<file path="config.mk">
export PLATFORM = sky130hd
export DESIGN_NAME = tc_timer
export DESIGN_NICKNAME = d
export VERILOG_FILES = /design/src/hw/tc_pkg.sv /design/src/hw/tc_timer.sv /design/src/hw/tc_pin_sync.sv /design/src/hw/tc_prescaler.sv
export SDC_FILE = /design/constraint.sdc
export NUM_CORES = 1
export LEC_CHECK = 0
export BUFFER_PORTS_ARGS = -buffer_cell sky130_fd_sc_hd__buf_2
export CORE_MARGIN = 4
export CORE_UTILIZATION = 58
export DETAILED_ROUTE_END_ITERATION = 10
export HOLD_SLACK_MARGIN = 0.1
export PLACE_DENSITY = 0.88
export SYNTH_ARGS = -nofsm -noshare
export SYNTH_HDL_FRONTEND = slang
export SYNTH_SLANG_ARGS = --single-unit
</file>
<file path="constraint.sdc">
create_clock -name clk -period 4.7 [get_ports clk]
set_input_delay 0.47 -clock clk [delete_from_list [all_inputs] [get_ports clk]]
set_output_delay 0.47 -clock clk [all_outputs]
set_load 0.02 [all_outputs]
</file>
<file path="src/hw/tc_pkg.sv">
// constants, types and register map of the eight-bit timer/counter
package tc_pkg;

	//////////////////////////////////////////////////////////////////////////
	// register byte offsets on the axi4-lite slave
	localparam logic [7:0] OFF_CTRL_A  = 8'h00;
	localparam logic [7:0] OFF_CTRL_B  = 8'h04;
	localparam logic [7:0] OFF_COUNT   = 8'h08;
	localparam logic [7:0] OFF_CMP_A   = 8'h0c;
	localparam logic [7:0] OFF_CMP_B   = 8'h10;
	localparam logic [7:0] OFF_FLAG    = 8'h14;
	localparam logic [7:0] OFF_MASK    = 8'h18;
	localparam logic [7:0] OFF_ASYNC   = 8'h1c;
	localparam logic [7:0] OFF_POWER   = 8'h20;

	//////////////////////////////////////////////////////////////////////////
	// field positions
	localparam int unsigned CTRL_B_CS_LSB   = 0;
	localparam int unsigned CTRL_B_WAVE2    = 3;
	localparam int unsigned FLAG_OVF        = 0;
	localparam int unsigned FLAG_CMP_A      = 1;
	localparam int unsigned ASYNC_SEL_BIT   = 0;
	localparam int unsigned ASYNC_BUSY_LSB  = 1;
	localparam int unsigned POWER_GATE_BIT  = 0;

	// reset values
	localparam logic [7:0] RST_REG8   = 8'h00;
	localparam logic [2:0] RST_FLAGS  = 3'h0;

	// count extremes
	localparam logic [7:0] CNT_BOTTOM = 8'h00;
	localparam logic [7:0] CNT_MAX    = 8'hff;

	//////////////////////////////////////////////////////////////////////////
	// waveform modes
	typedef enum logic [2:0] {
		TC_WAVE_NORMAL  = 3'h0,
		TC_WAVE_PC_MAX  = 3'h1,
		TC_WAVE_CTC     = 3'h2,
		TC_WAVE_FAST_MAX= 3'h3,
		TC_WAVE_RSV4    = 3'h4,
		TC_WAVE_PC_A    = 3'h5,
		TC_WAVE_RSV6    = 3'h6,
		TC_WAVE_FAST_A  = 3'h7
	} tc_wave_t;

	// count direction of the phase correct sequence
	typedef enum logic {
		TC_DIR_UP   = 1'b0,
		TC_DIR_DOWN = 1'b1
	} tc_dir_t;

	// clock select codes and their prescaler tap masks
	localparam logic [2:0] CS_STOP    = 3'h0;
	localparam logic [2:0] CS_DIV1    = 3'h1;
	localparam logic [2:0] CS_DIV8    = 3'h2;
	localparam logic [2:0] CS_DIV32   = 3'h3;
	localparam logic [2:0] CS_DIV64   = 3'h4;
	localparam logic [2:0] CS_DIV128  = 3'h5;
	localparam logic [2:0] CS_DIV256  = 3'h6;
	localparam logic [9:0] MASK_DIV1   = 10'h000;
	localparam logic [9:0] MASK_DIV8   = 10'h007;
	localparam logic [9:0] MASK_DIV32  = 10'h01f;
	localparam logic [9:0] MASK_DIV64  = 10'h03f;
	localparam logic [9:0] MASK_DIV128 = 10'h07f;
	localparam logic [9:0] MASK_DIV256 = 10'h0ff;
	localparam logic [9:0] MASK_DIV1024= 10'h3ff;

	// axi responses
	localparam logic [1:0] RESP_OKAY   = 2'h0;
	localparam logic [1:0] RESP_SLVERR = 2'h2;

	// software write parked until the crystal domain can take it
	typedef struct packed {
		logic       valid;
		logic [7:0] data;
	} tc_pend_t;

endpackage

</file>
<file path="src/hw/tc_timer.sv">
// eight-bit timer/counter with compare units, axi4-lite registers and crystal clocking
//
// Decided for this implementation: the AXI4-Lite slave port and the address map.
`timescale 1ns/100ps
`default_nettype none
// Notes on behaviour
// - zero count raises the bottom indication
// - count of all ones is maximum
// - top is maximum or compare A by mode
// - counter and both compares are eight bits
// - flags visible, each gated by mask bit
// - sources: overflow, compare A, compare B
// - clock select zero stops the counter
// - tick comes from system clock by default
// - async select takes crystal pin clock
// - each tick clears, increments or decrements
// - counter readable and writable at any time
// - counter write beats same-cycle count or clear
// - three-bit mode split across control A, B
// - continuous compare sets flag on match
// - compare results drive two wave outputs
// - overflow flag set per mode, requestable
// - power gate bit one enables the timer
// - compares double buffered only in PWM
// - normal mode wraps, overflow at zero
// - clear-on-match mode resets on compare A
module tc_timer (
	// clock, enable and reset
	input  wire logic        clk,
	input  wire logic        ce,
	input  wire logic        rst_n,
	// axi4-lite write
	input  wire logic [7:0]  s_axi_awaddr,
	input  wire logic        s_axi_awvalid,
	output logic             s_axi_awready,
	input  wire logic [31:0] s_axi_wdata,
	input  wire logic [3:0]  s_axi_wstrb,
	input  wire logic        s_axi_wvalid,
	output logic             s_axi_wready,
	output logic [1:0]       s_axi_bresp,
	output logic             s_axi_bvalid,
	input  wire logic        s_axi_bready,
	// axi4-lite read
	input  wire logic [7:0]  s_axi_araddr,
	input  wire logic        s_axi_arvalid,
	output logic             s_axi_arready,
	output logic [31:0]      s_axi_rdata,
	output logic [1:0]       s_axi_rresp,
	output logic             s_axi_rvalid,
	input  wire logic        s_axi_rready,
	// crystal pins
	input  wire logic        crystal_pin_in,
	output logic             crystal_pin_out,
	// waveform and indications
	output logic             wave_out_a,
	output logic             wave_out_b,
	output logic             wave_bottom,
	output logic             wave_max,
	output logic             wave_top,
	output logic [2:0]       irq_req
);
	//////////////////////////////////////////////////////////////////////////
	// registers
	logic [1:0]            timer_ctrl_a;
	logic [3:0]            timer_ctrl_b;
	logic [7:0]            counter_value;
	logic [1:0][7:0]       cmp_buf;
	logic [1:0][7:0]       cmp_act;
	logic [2:0]            timer_flag_reg;
	logic [2:0]            timer_mask_reg;
	logic                  async_clock_select;
	logic                  timer_power_gate;
	tc_pkg::tc_pend_t [2:0] pend;
	tc_pkg::tc_dir_t       dir;
	logic                  block;
	logic [1:0]            wave_q;

	// bus state
	logic                  aw_held;
	logic                  w_held;
	logic [7:0]            aw_addr;
	logic [7:0]            w_data;
	logic                  w_strb0;

	//////////////////////////////////////////////////////////////////////////
	// crystal pin and tick source
	wire  xtal_level;
	wire  xtal_rise;
	wire  timer_tick;
	wire  src_edge;

	tc_pin_sync u_sync (
		.clk    (clk),
		.rst_n  (rst_n),
		.ce     (ce),
		.pin_in (crystal_pin_in),
		.level  (xtal_level),
		.rise   (xtal_rise)
	);

	assign src_edge = async_clock_select ? xtal_rise : 1'b1;

	tc_prescaler u_pre (
		.clk                (clk),
		.rst_n              (rst_n),
		.ce                 (ce),
		.run                (timer_power_gate),
		.src_edge           (src_edge),
		.clock_select_field (timer_ctrl_b[tc_pkg::CTRL_B_CS_LSB +: 3]),
		.timer_tick         (timer_tick)
	);

	//////////////////////////////////////////////////////////////////////////
	// bus decode
	wire wr_fire = aw_held & w_held & ~s_axi_bvalid;
	wire rd_fire = s_axi_arvalid & s_axi_arready;
	wire [7:0] wa = {aw_addr[7:2], 2'b00};
	wire [7:0] ra = {s_axi_araddr[7:2], 2'b00};
	wire wr_en = wr_fire & w_strb0;
	wire wr_ctrl_a = wr_en & (wa == tc_pkg::OFF_CTRL_A);
	wire wr_ctrl_b = wr_en & (wa == tc_pkg::OFF_CTRL_B);
	wire wr_flag   = wr_en & (wa == tc_pkg::OFF_FLAG);
	wire wr_mask   = wr_en & (wa == tc_pkg::OFF_MASK);
	wire wr_async  = wr_en & (wa == tc_pkg::OFF_ASYNC);
	wire wr_power  = wr_en & (wa == tc_pkg::OFF_POWER);
	wire [2:0] wr_hit = {wr_en & (wa == tc_pkg::OFF_CMP_B),
	                     wr_en & (wa == tc_pkg::OFF_CMP_A),
	                     wr_en & (wa == tc_pkg::OFF_COUNT)};
	wire wa_ok = (wa <= tc_pkg::OFF_POWER);
	wire ra_ok = (ra <= tc_pkg::OFF_POWER);
	wire [2:0] busy = {pend[2].valid, pend[1].valid, pend[0].valid};

	wire [7:0] rd_mux =
		(ra == tc_pkg::OFF_CTRL_A) ? {6'h00, timer_ctrl_a} :
		(ra == tc_pkg::OFF_CTRL_B) ? {4'h0, timer_ctrl_b} :
		(ra == tc_pkg::OFF_COUNT)  ? counter_value :
		(ra == tc_pkg::OFF_CMP_A)  ? cmp_buf[0] :
		(ra == tc_pkg::OFF_CMP_B)  ? cmp_buf[1] :
		(ra == tc_pkg::OFF_FLAG)   ? {5'h00, timer_flag_reg} :
		(ra == tc_pkg::OFF_MASK)   ? {5'h00, timer_mask_reg} :
		(ra == tc_pkg::OFF_ASYNC)  ? {4'h0, busy, async_clock_select} :
		(ra == tc_pkg::OFF_POWER)  ? {7'h00, timer_power_gate} :
		8'h00;

	// a frozen slave must not complete a handshake that its registers cannot take
	assign s_axi_awready = ce & ~aw_held & ~s_axi_bvalid;
	assign s_axi_wready  = ce & ~w_held & ~s_axi_bvalid;
	assign s_axi_arready = ce & ~s_axi_rvalid;

	always_ff @(posedge clk)
	begin
		if (!rst_n)
		begin
			aw_held      <= 1'b0;
			w_held       <= 1'b0;
			aw_addr      <= 8'h00;
			w_data       <= 8'h00;
			w_strb0      <= 1'b0;
			s_axi_bvalid <= 1'b0;
			s_axi_bresp  <= tc_pkg::RESP_OKAY;
			s_axi_rvalid <= 1'b0;
			s_axi_rdata  <= 32'h0000_0000;
			s_axi_rresp  <= tc_pkg::RESP_OKAY;
		end
		else if (ce)
		begin
			if (s_axi_awvalid & s_axi_awready)
			begin
				aw_held <= 1'b1;
				aw_addr <= s_axi_awaddr;
			end
			else if (wr_fire)
				aw_held <= 1'b0;
			if (s_axi_wvalid & s_axi_wready)
			begin
				w_held  <= 1'b1;
				w_data  <= s_axi_wdata[7:0];
				w_strb0 <= s_axi_wstrb[0];
			end
			else if (wr_fire)
				w_held <= 1'b0;
			if (wr_fire)
			begin
				s_axi_bvalid <= 1'b1;
				s_axi_bresp  <= wa_ok ? tc_pkg::RESP_OKAY : tc_pkg::RESP_SLVERR;
			end
			else if (s_axi_bready)
				s_axi_bvalid <= 1'b0;
			if (rd_fire)
			begin
				s_axi_rvalid <= 1'b1;
				s_axi_rdata  <= {24'h000000, rd_mux};
				s_axi_rresp  <= ra_ok ? tc_pkg::RESP_OKAY : tc_pkg::RESP_SLVERR;
			end
			else if (s_axi_rready)
				s_axi_rvalid <= 1'b0;
		end
	end

	//////////////////////////////////////////////////////////////////////////
	// parked writes toward the crystal domain
	wire [2:0]      commit;
	wire [2:0][7:0] commit_data;

	genvar t;
	generate
		for (t = 0; t < 3; t++)
		begin : g_pend
			// direct in system clocking; in crystal clocking held until the next crystal edge
			wire direct = wr_hit[t] & ~async_clock_select;
			assign commit[t] = direct | (pend[t].valid & (xtal_rise | ~async_clock_select));
			assign commit_data[t] = direct ? w_data : pend[t].data;
			always_ff @(posedge clk)
			begin
				if (!rst_n)
					pend[t] <= '0;
				else if (ce)
				begin
					if (wr_hit[t] & async_clock_select)
						pend[t] <= '{valid: 1'b1, data: w_data};
					else if (commit[t])
						pend[t].valid <= 1'b0;
				end
			end
		end
	endgenerate

	//////////////////////////////////////////////////////////////////////////
	// counting sequence
	tc_pkg::tc_wave_t wave_mode_field;
	assign wave_mode_field = tc_pkg::tc_wave_t'({timer_ctrl_b[tc_pkg::CTRL_B_WAVE2], timer_ctrl_a});
	wire is_pwm   = wave_mode_field[0];
	wire is_fast  = wave_mode_field[0] & wave_mode_field[1];
	wire top_is_a = (wave_mode_field == tc_pkg::TC_WAVE_CTC) | (wave_mode_field[2] & wave_mode_field[0]);
	wire [7:0] top_val = top_is_a ? cmp_act[0] : tc_pkg::CNT_MAX;
	wire at_max = (counter_value == tc_pkg::CNT_MAX);
	wire at_top = (counter_value == top_val);
	wire top_tick = timer_tick & at_top;

	logic [7:0]      next_counter;
	tc_pkg::tc_dir_t next_dir;
	logic            ovf_event;

	always_comb
	begin
		next_counter = counter_value;
		next_dir     = dir;
		ovf_event    = 1'b0;
		if (timer_tick)
		begin
			case (wave_mode_field)
				tc_pkg::TC_WAVE_CTC:
				begin
					next_counter = (counter_value == cmp_act[0]) ? tc_pkg::CNT_BOTTOM : counter_value + 8'h01;
					ovf_event    = at_max & (counter_value != cmp_act[0]);
				end
				tc_pkg::TC_WAVE_FAST_MAX, tc_pkg::TC_WAVE_FAST_A:
				begin
					next_counter = at_top ? tc_pkg::CNT_BOTTOM : counter_value + 8'h01;
					ovf_event    = at_top;
				end
				tc_pkg::TC_WAVE_PC_MAX, tc_pkg::TC_WAVE_PC_A:
				begin
					case (dir)
						tc_pkg::TC_DIR_UP:
						begin
							next_counter = at_top ? counter_value - 8'h01 : counter_value + 8'h01;
							next_dir     = at_top ? tc_pkg::TC_DIR_DOWN : tc_pkg::TC_DIR_UP;
						end
						default:
						begin
							next_counter = (counter_value == tc_pkg::CNT_BOTTOM) ? counter_value + 8'h01
							                                                    : counter_value - 8'h01;
							next_dir     = (counter_value == tc_pkg::CNT_BOTTOM) ? tc_pkg::TC_DIR_UP : dir;
							ovf_event    = (counter_value == tc_pkg::CNT_BOTTOM);
						end
					endcase
				end
				default:
				begin
					next_counter = counter_value + 8'h01;
					ovf_event    = at_max;
				end
			endcase
		end
		if (commit[0])
			next_counter = commit_data[0];
	end

	// a counter write masks the compare at the following tick
	wire [1:0] match = {2{timer_tick & ~block}} & {counter_value == cmp_act[1], counter_value == cmp_act[0]};
	wire [2:0] flag_set = {match, ovf_event};
	wire [2:0] flag_clr = wr_flag ? w_data[2:0] : 3'h0;
	wire [2:0] next_flag = (timer_flag_reg & ~flag_clr) | flag_set;

	always_ff @(posedge clk)
	begin
		if (!rst_n)
		begin
			counter_value  <= tc_pkg::RST_REG8;
			dir            <= tc_pkg::TC_DIR_UP;
			block          <= 1'b0;
			timer_flag_reg <= tc_pkg::RST_FLAGS;
			irq_req        <= tc_pkg::RST_FLAGS;
			wave_bottom    <= 1'b1;
			wave_max       <= 1'b0;
			wave_top       <= 1'b0;
		end
		else if (ce)
		begin
			counter_value  <= next_counter;
			dir            <= (wave_mode_field[0] & ~wave_mode_field[1]) ? next_dir : tc_pkg::TC_DIR_UP;
			block          <= commit[0] | (block & ~timer_tick);
			timer_flag_reg <= next_flag;
			irq_req        <= timer_flag_reg & timer_mask_reg;
			wave_bottom    <= (next_counter == tc_pkg::CNT_BOTTOM);
			wave_max       <= (next_counter == tc_pkg::CNT_MAX);
			wave_top       <= (next_counter == top_val);
		end
	end

	//////////////////////////////////////////////////////////////////////////
	// compare units and wave outputs
	genvar c;
	generate
		for (c = 0; c < 2; c++)
		begin : g_cmp
			always_ff @(posedge clk)
			begin
				if (!rst_n)
				begin
					cmp_buf[c] <= tc_pkg::RST_REG8;
					cmp_act[c] <= tc_pkg::RST_REG8;
					wave_q[c]  <= 1'b0;
				end
				else if (ce)
				begin
					if (commit[c+1])
						cmp_buf[c] <= commit_data[c+1];
					// pwm waits for top so no pulse comes out odd-length
					if (!is_pwm)
						cmp_act[c] <= commit[c+1] ? commit_data[c+1] : cmp_buf[c];
					else if (top_tick)
						cmp_act[c] <= cmp_buf[c];
					if (!is_pwm)
						wave_q[c] <= wave_q[c] ^ match[c];
					else if (is_fast)
					begin
						if (match[c])
							wave_q[c] <= 1'b0;
						else if (top_tick)
							wave_q[c] <= 1'b1;
					end
					else if (match[c])
						wave_q[c] <= (dir == tc_pkg::TC_DIR_DOWN);
				end
			end
		end
	endgenerate

	assign wave_out_a = wave_q[0];
	assign wave_out_b = wave_q[1];

	//////////////////////////////////////////////////////////////////////////
	// control, mask, async and power registers
	always_ff @(posedge clk)
	begin
		if (!rst_n)
		begin
			timer_ctrl_a       <= 2'h0;
			timer_ctrl_b       <= 4'h0;
			timer_mask_reg     <= tc_pkg::RST_FLAGS;
			async_clock_select <= 1'b0;
			timer_power_gate   <= 1'b0;
			crystal_pin_out    <= 1'b1;
		end
		else if (ce)
		begin
			if (wr_ctrl_a)
				timer_ctrl_a <= w_data[1:0];
			if (wr_ctrl_b)
				timer_ctrl_b <= w_data[3:0];
			if (wr_mask)
				timer_mask_reg <= w_data[2:0];
			if (wr_async)
				async_clock_select <= w_data[tc_pkg::ASYNC_SEL_BIT];
			if (wr_power)
				timer_power_gate <= w_data[tc_pkg::POWER_GATE_BIT];
			// inverting amplifier side of the oscillator
			crystal_pin_out <= ~xtal_level;
		end
	end
endmodule // tc_timer
`default_nettype wire

</file>
<file path="src/hw/tc_pin_sync.sv">
// crystal pin synchroniser with rising edge detection
`timescale 1ns/100ps
`default_nettype none
module tc_pin_sync (
	// clock and reset
	input  wire logic clk,
	input  wire logic rst_n,
	input  wire logic ce,
	// pin
	input  wire logic pin_in,
	// synchronised level and its rising edge
	output logic      level,
	output logic      rise
);
	logic meta;
	logic prev;

	always_ff @(posedge clk)
	begin
		if (!rst_n)
		begin
			meta  <= 1'b0;
			level <= 1'b0;
			prev  <= 1'b0;
		end
		else if (ce)
		begin
			meta  <= pin_in;
			level <= meta;
			prev  <= level;
		end
	end

	// edge taken from the second and third stages only
	assign rise = ce & level & ~prev;
endmodule // tc_pin_sync
`default_nettype wire

</file>
<file path="src/hw/tc_prescaler.sv">
// ten-bit prescaler turning source edges into timer ticks
`timescale 1ns/100ps
`default_nettype none
module tc_prescaler (
	// clock and reset
	input  wire logic       clk,
	input  wire logic       rst_n,
	input  wire logic       ce,
	// control
	input  wire logic       run,
	input  wire logic       src_edge,
	input  wire logic [2:0] clock_select_field,
	// tick out
	output logic            timer_tick
);
	logic [9:0] pre;
	wire  [9:0] tap_mask;
	wire        stopped;

	assign tap_mask =
		(clock_select_field == tc_pkg::CS_DIV1)   ? tc_pkg::MASK_DIV1   :
		(clock_select_field == tc_pkg::CS_DIV8)   ? tc_pkg::MASK_DIV8   :
		(clock_select_field == tc_pkg::CS_DIV32)  ? tc_pkg::MASK_DIV32  :
		(clock_select_field == tc_pkg::CS_DIV64)  ? tc_pkg::MASK_DIV64  :
		(clock_select_field == tc_pkg::CS_DIV128) ? tc_pkg::MASK_DIV128 :
		(clock_select_field == tc_pkg::CS_DIV256) ? tc_pkg::MASK_DIV256 :
		tc_pkg::MASK_DIV1024;
	assign stopped = (clock_select_field == tc_pkg::CS_STOP);

	// free running while powered; it does not restart on a clock select change
	always_ff @(posedge clk)
	begin
		if (!rst_n)
			pre <= 10'h000;
		else if (ce)
		begin
			if (!run)
				pre <= 10'h000;
			else if (src_edge)
				pre <= pre + 10'h001;
		end
	end

	assign timer_tick = ce & run & src_edge & ~stopped & ((pre & tap_mask) == tap_mask);
endmodule // tc_prescaler
`default_nettype wire

</file>
==> results.json <==
{
  "port_buffers": 53,
  "fin_nets": 1088,
  "antenna_found_initial": 0,
  "crit_start": "timer_ctrl_a[0]",
  "slowest_delay_ns": 0.70,
  "p_leak_nw": 3.26,
  "grt_pass1_vias": 7110,
  "ctsHoldBuffers": 0,
  "hold_start": "s_axi_wdata[3]",
  "cts-buffers-inserted": 17,
  "maxCapViolCount": 0,
  "cts.reportedPaths.clkPinSlew_ns": 0.06,
  "p_sw_uw": 663,
  "die_w_microns": 123,
  "n_antenna_cell": 0,
  "min_period_over_period_pct": 80.8,
  "drtAntennaViolNets": 0,
  "seq_power_share_pct": 42.6,
  "gp_congestion": 1.00,
  "clkPwrFrac_pct": 50.5,
  "root_buffer": "clkbuf_16",
  "rows": 41,
  "cp-start-kind": "flip-flop",
  "grt_max_degree": 57,
  "async_flop_share_pct": 0,
  "cts_tree": "yes",
  "via_count": 7687,
  "drv_slew": 0,
  "pin_count": 111,
  "setup_violations": 0,
  "cp-end-kind": "flip-flop",
  "r2r_start": "timer_ctrl_a[0]",
  "path_max_fanout": 31,
  "first_pass_iters": 6,
  "vias_per_cell": 6.37,
  "die_y_microns": 123,
  "synthCells": 999,
  "crit_path_cell_trace": "buf_4 -> or3b_1 -> a211oi_1 -> o22ai_1 -> or3b_1 -> nor2_1 -> a21boi_0 -> nand2b_1 -> a211oi_1 -> a21oi_1 -> nor2_1",
  "synth_top_area_share_pct": 34.7,
  "fin_util_pct": 67.3,
  "syn-cell-area_sq_um": 7740,
  "yosys-top-cells-area": "dfxtp_1 35%, nor2_1 8.3%, mux2i_1 7.6%",
  "cts.sinks": 134,
  "vdd_drop_max_mv": 0.294,
  "path_class": "reg -> reg",
  "p_sw_share_pct": 24.0,
  "finalCriticalPeriod_ns": 3.80,
  "outcome": "completed",
  "grt.overflow.total": 0,
  "worst_pin_slew_ns": 1.13,
  "drt_iter0_drc": 1012,
  "wl_per_cell_microns": 19.1,
  "reg_top3": "pend (24), cmp_act (16), cmp_buf (16)",
  "drive_above_1_share_pct": 13.1,
  "synth-seq-area-share_pct": 34.7,
  "die_area_sq_um": 15200,
  "avgSynthCellArea_sq_um": 7.74,
  "cp.required_ns": 5.04,
  "hpwlAfterDp_mm": 16.2,
  "power.internal_mw": 2.10,
  "synth_area_leader_cell": "dfxtp_1",
  "clock_path_buffers": 2,
  "cp_slowest_cell": "nand2b_1",
  "dp.cells": 1175,
  "post-cts-setup-buffers": 0,
  "ys_types": 84,
  "ys_warn_count": 0,
  "hold_path_class": "in -> reg",
  "ys.flop_type": "dfxtp_1",
  "setup-tns-final_ns": 0,
  "clk_latency_ns": 0.42,
  "grtUsageTotal_pct": 31.1,
  "largest-register": "pend",
  "power_density_nw_per_um2": 320,
  "crit_arrival_ns": 4.14,
  "rsz0062_at_grt": "no",
  "drcViolationCount": 0,
  "fp.coreArea_sq_um": 12800,
  "placed_cell_area_sq_um": 8010,
  "start_util_pct": 60.3,
  "final_common_cell": "nor2_1",
  "power_frac_comb_pct": 6.9,
  "drt-total-wl_mm": 23.1,
  "final_cell_mix": "171 x nor2_1, 134 x dfxtp_1, 109 x nand2_1",
  "postCtsResizedCells": 0,
  "largest_reg_flops": 24,
  "fmax_mhz": 263,
  "ys_seq_elements": 134,
  "hold_violations": 0,
  "maxSlewHeadroom_pct": 24.7,
  "cts_max_level": 4,
  "grt_pass1_wl_mm": 36.9,
  "skew_ns": 0.00549,
  "finalNonFillerCells": 1207,
  "fin_area_sq_um": 8630,
  "synth_edf_count": 0,
  "syn2layout_area_growth_pct": 11.6
}
==> power by group through the flow <==
stage / logic (mW) / clock network [mW] / registers (mW)
final: 0.191 / 1.40 / 1.18
after global placement: 0.183 / 0 / 1.20
after floorplan: 0.154 / 0 / 1.19
after CTS: 0.188 / 1.40 / 1.18
after global routing: 0.207 / 1.45 / 1.18
after detailed placement: 0.186 / 0 / 1.20
==> kinds of logic (layout without fill, tap and decap cells) <==
family                   after synthesis  after routing  synth area share, %
AND/OR/NAND/NOR                      421            421                 25.0
AO/OA/AOI/OAI                        238            238                 20.9
flip-flops                           134            134                 34.7
buffers and inverters                110            121                 6.87
multiplexers                          67             67                 9.14
XOR/XNOR                              23             23                 2.60
adder cells (fa/ha/maj)                5              5                0.809
other                                  1             26               0.0485
==> routing by layer <==
| layer | share of wire [%] | vias to the layer above | global-route usage (%) |
|---|---|---|---|
| met5 | 0 | - | 0 |
| met4 | 4.7 | 0 | 15.4 |
| met3 | 10 | 83 | 6.36 |
| met2 | 46 | 488 | 48.9 |
| met1 | 39 | 3561 | 40.7 |
| li1 | - | 3555 | - |
==> layout make-up <==
cell class | instances | area [sq um]
clock buffers | 22 | 484
clock inverters | 10 | 143
fillers | 999 | 4190
inverters | 15 | 57.6
multi-input cells | 780 | 4630
flip-flops and latches | 134 | 2680
well taps | 172 | 215
repair buffers | 74 | 423
==> worst max-delay path: cells and delay by family (launching register included) <==
kind / cells / cell delay, ns
AO/OA/AOI/OAI: 5 / 1.12
flip-flops: 1 / 0.35
AND/OR/NAND/NOR: 5 / 2.01
buffers and inverters: 1 / 0.21
==> Yosys cell counts, types with 8 or more instances <==
library cell  instances
inv_1                14
dfxtp_1             134
nand2_1             109
a211oi_1             47
a21oi_1              82
nand3_1              30
nand4_1               8
a22oi_1              12
nor3_1               30
o21ai_0              27
mux2i_1              59
clkbuf_1             57
nor2_1              171
buf_4                27
xnor2_1              21
nand2b_1             16
==> final timing paths <==
path,endpoint,slack (ns),cells past startpoint
setup / recovery,cmp_act[4],0.90,11
hold / removal,w_data[3],0.29,3
setup reg to reg,cmp_act[4],0.90,11
hold reg to reg,u_sync.prev,0.45,2
==> per-stage QoR <==
| step | hold slack, ns | power, mW | worst slack [ns] |
|---|---|---|---|
| floorplan | 0.431 | 1.34 | 1.42 |
| global placement | 0.437 | 1.38 | 1.03 |
| detailed placement | 0.443 | 1.39 | 1.02 |
| CTS | 0.279 | 2.77 | 0.978 |
| global route | 0.288 | 2.84 | 0.647 |
| finish | 0.285 | 2.77 | 0.904 |
Note: power is estimated with default switching activity, not from simulation.
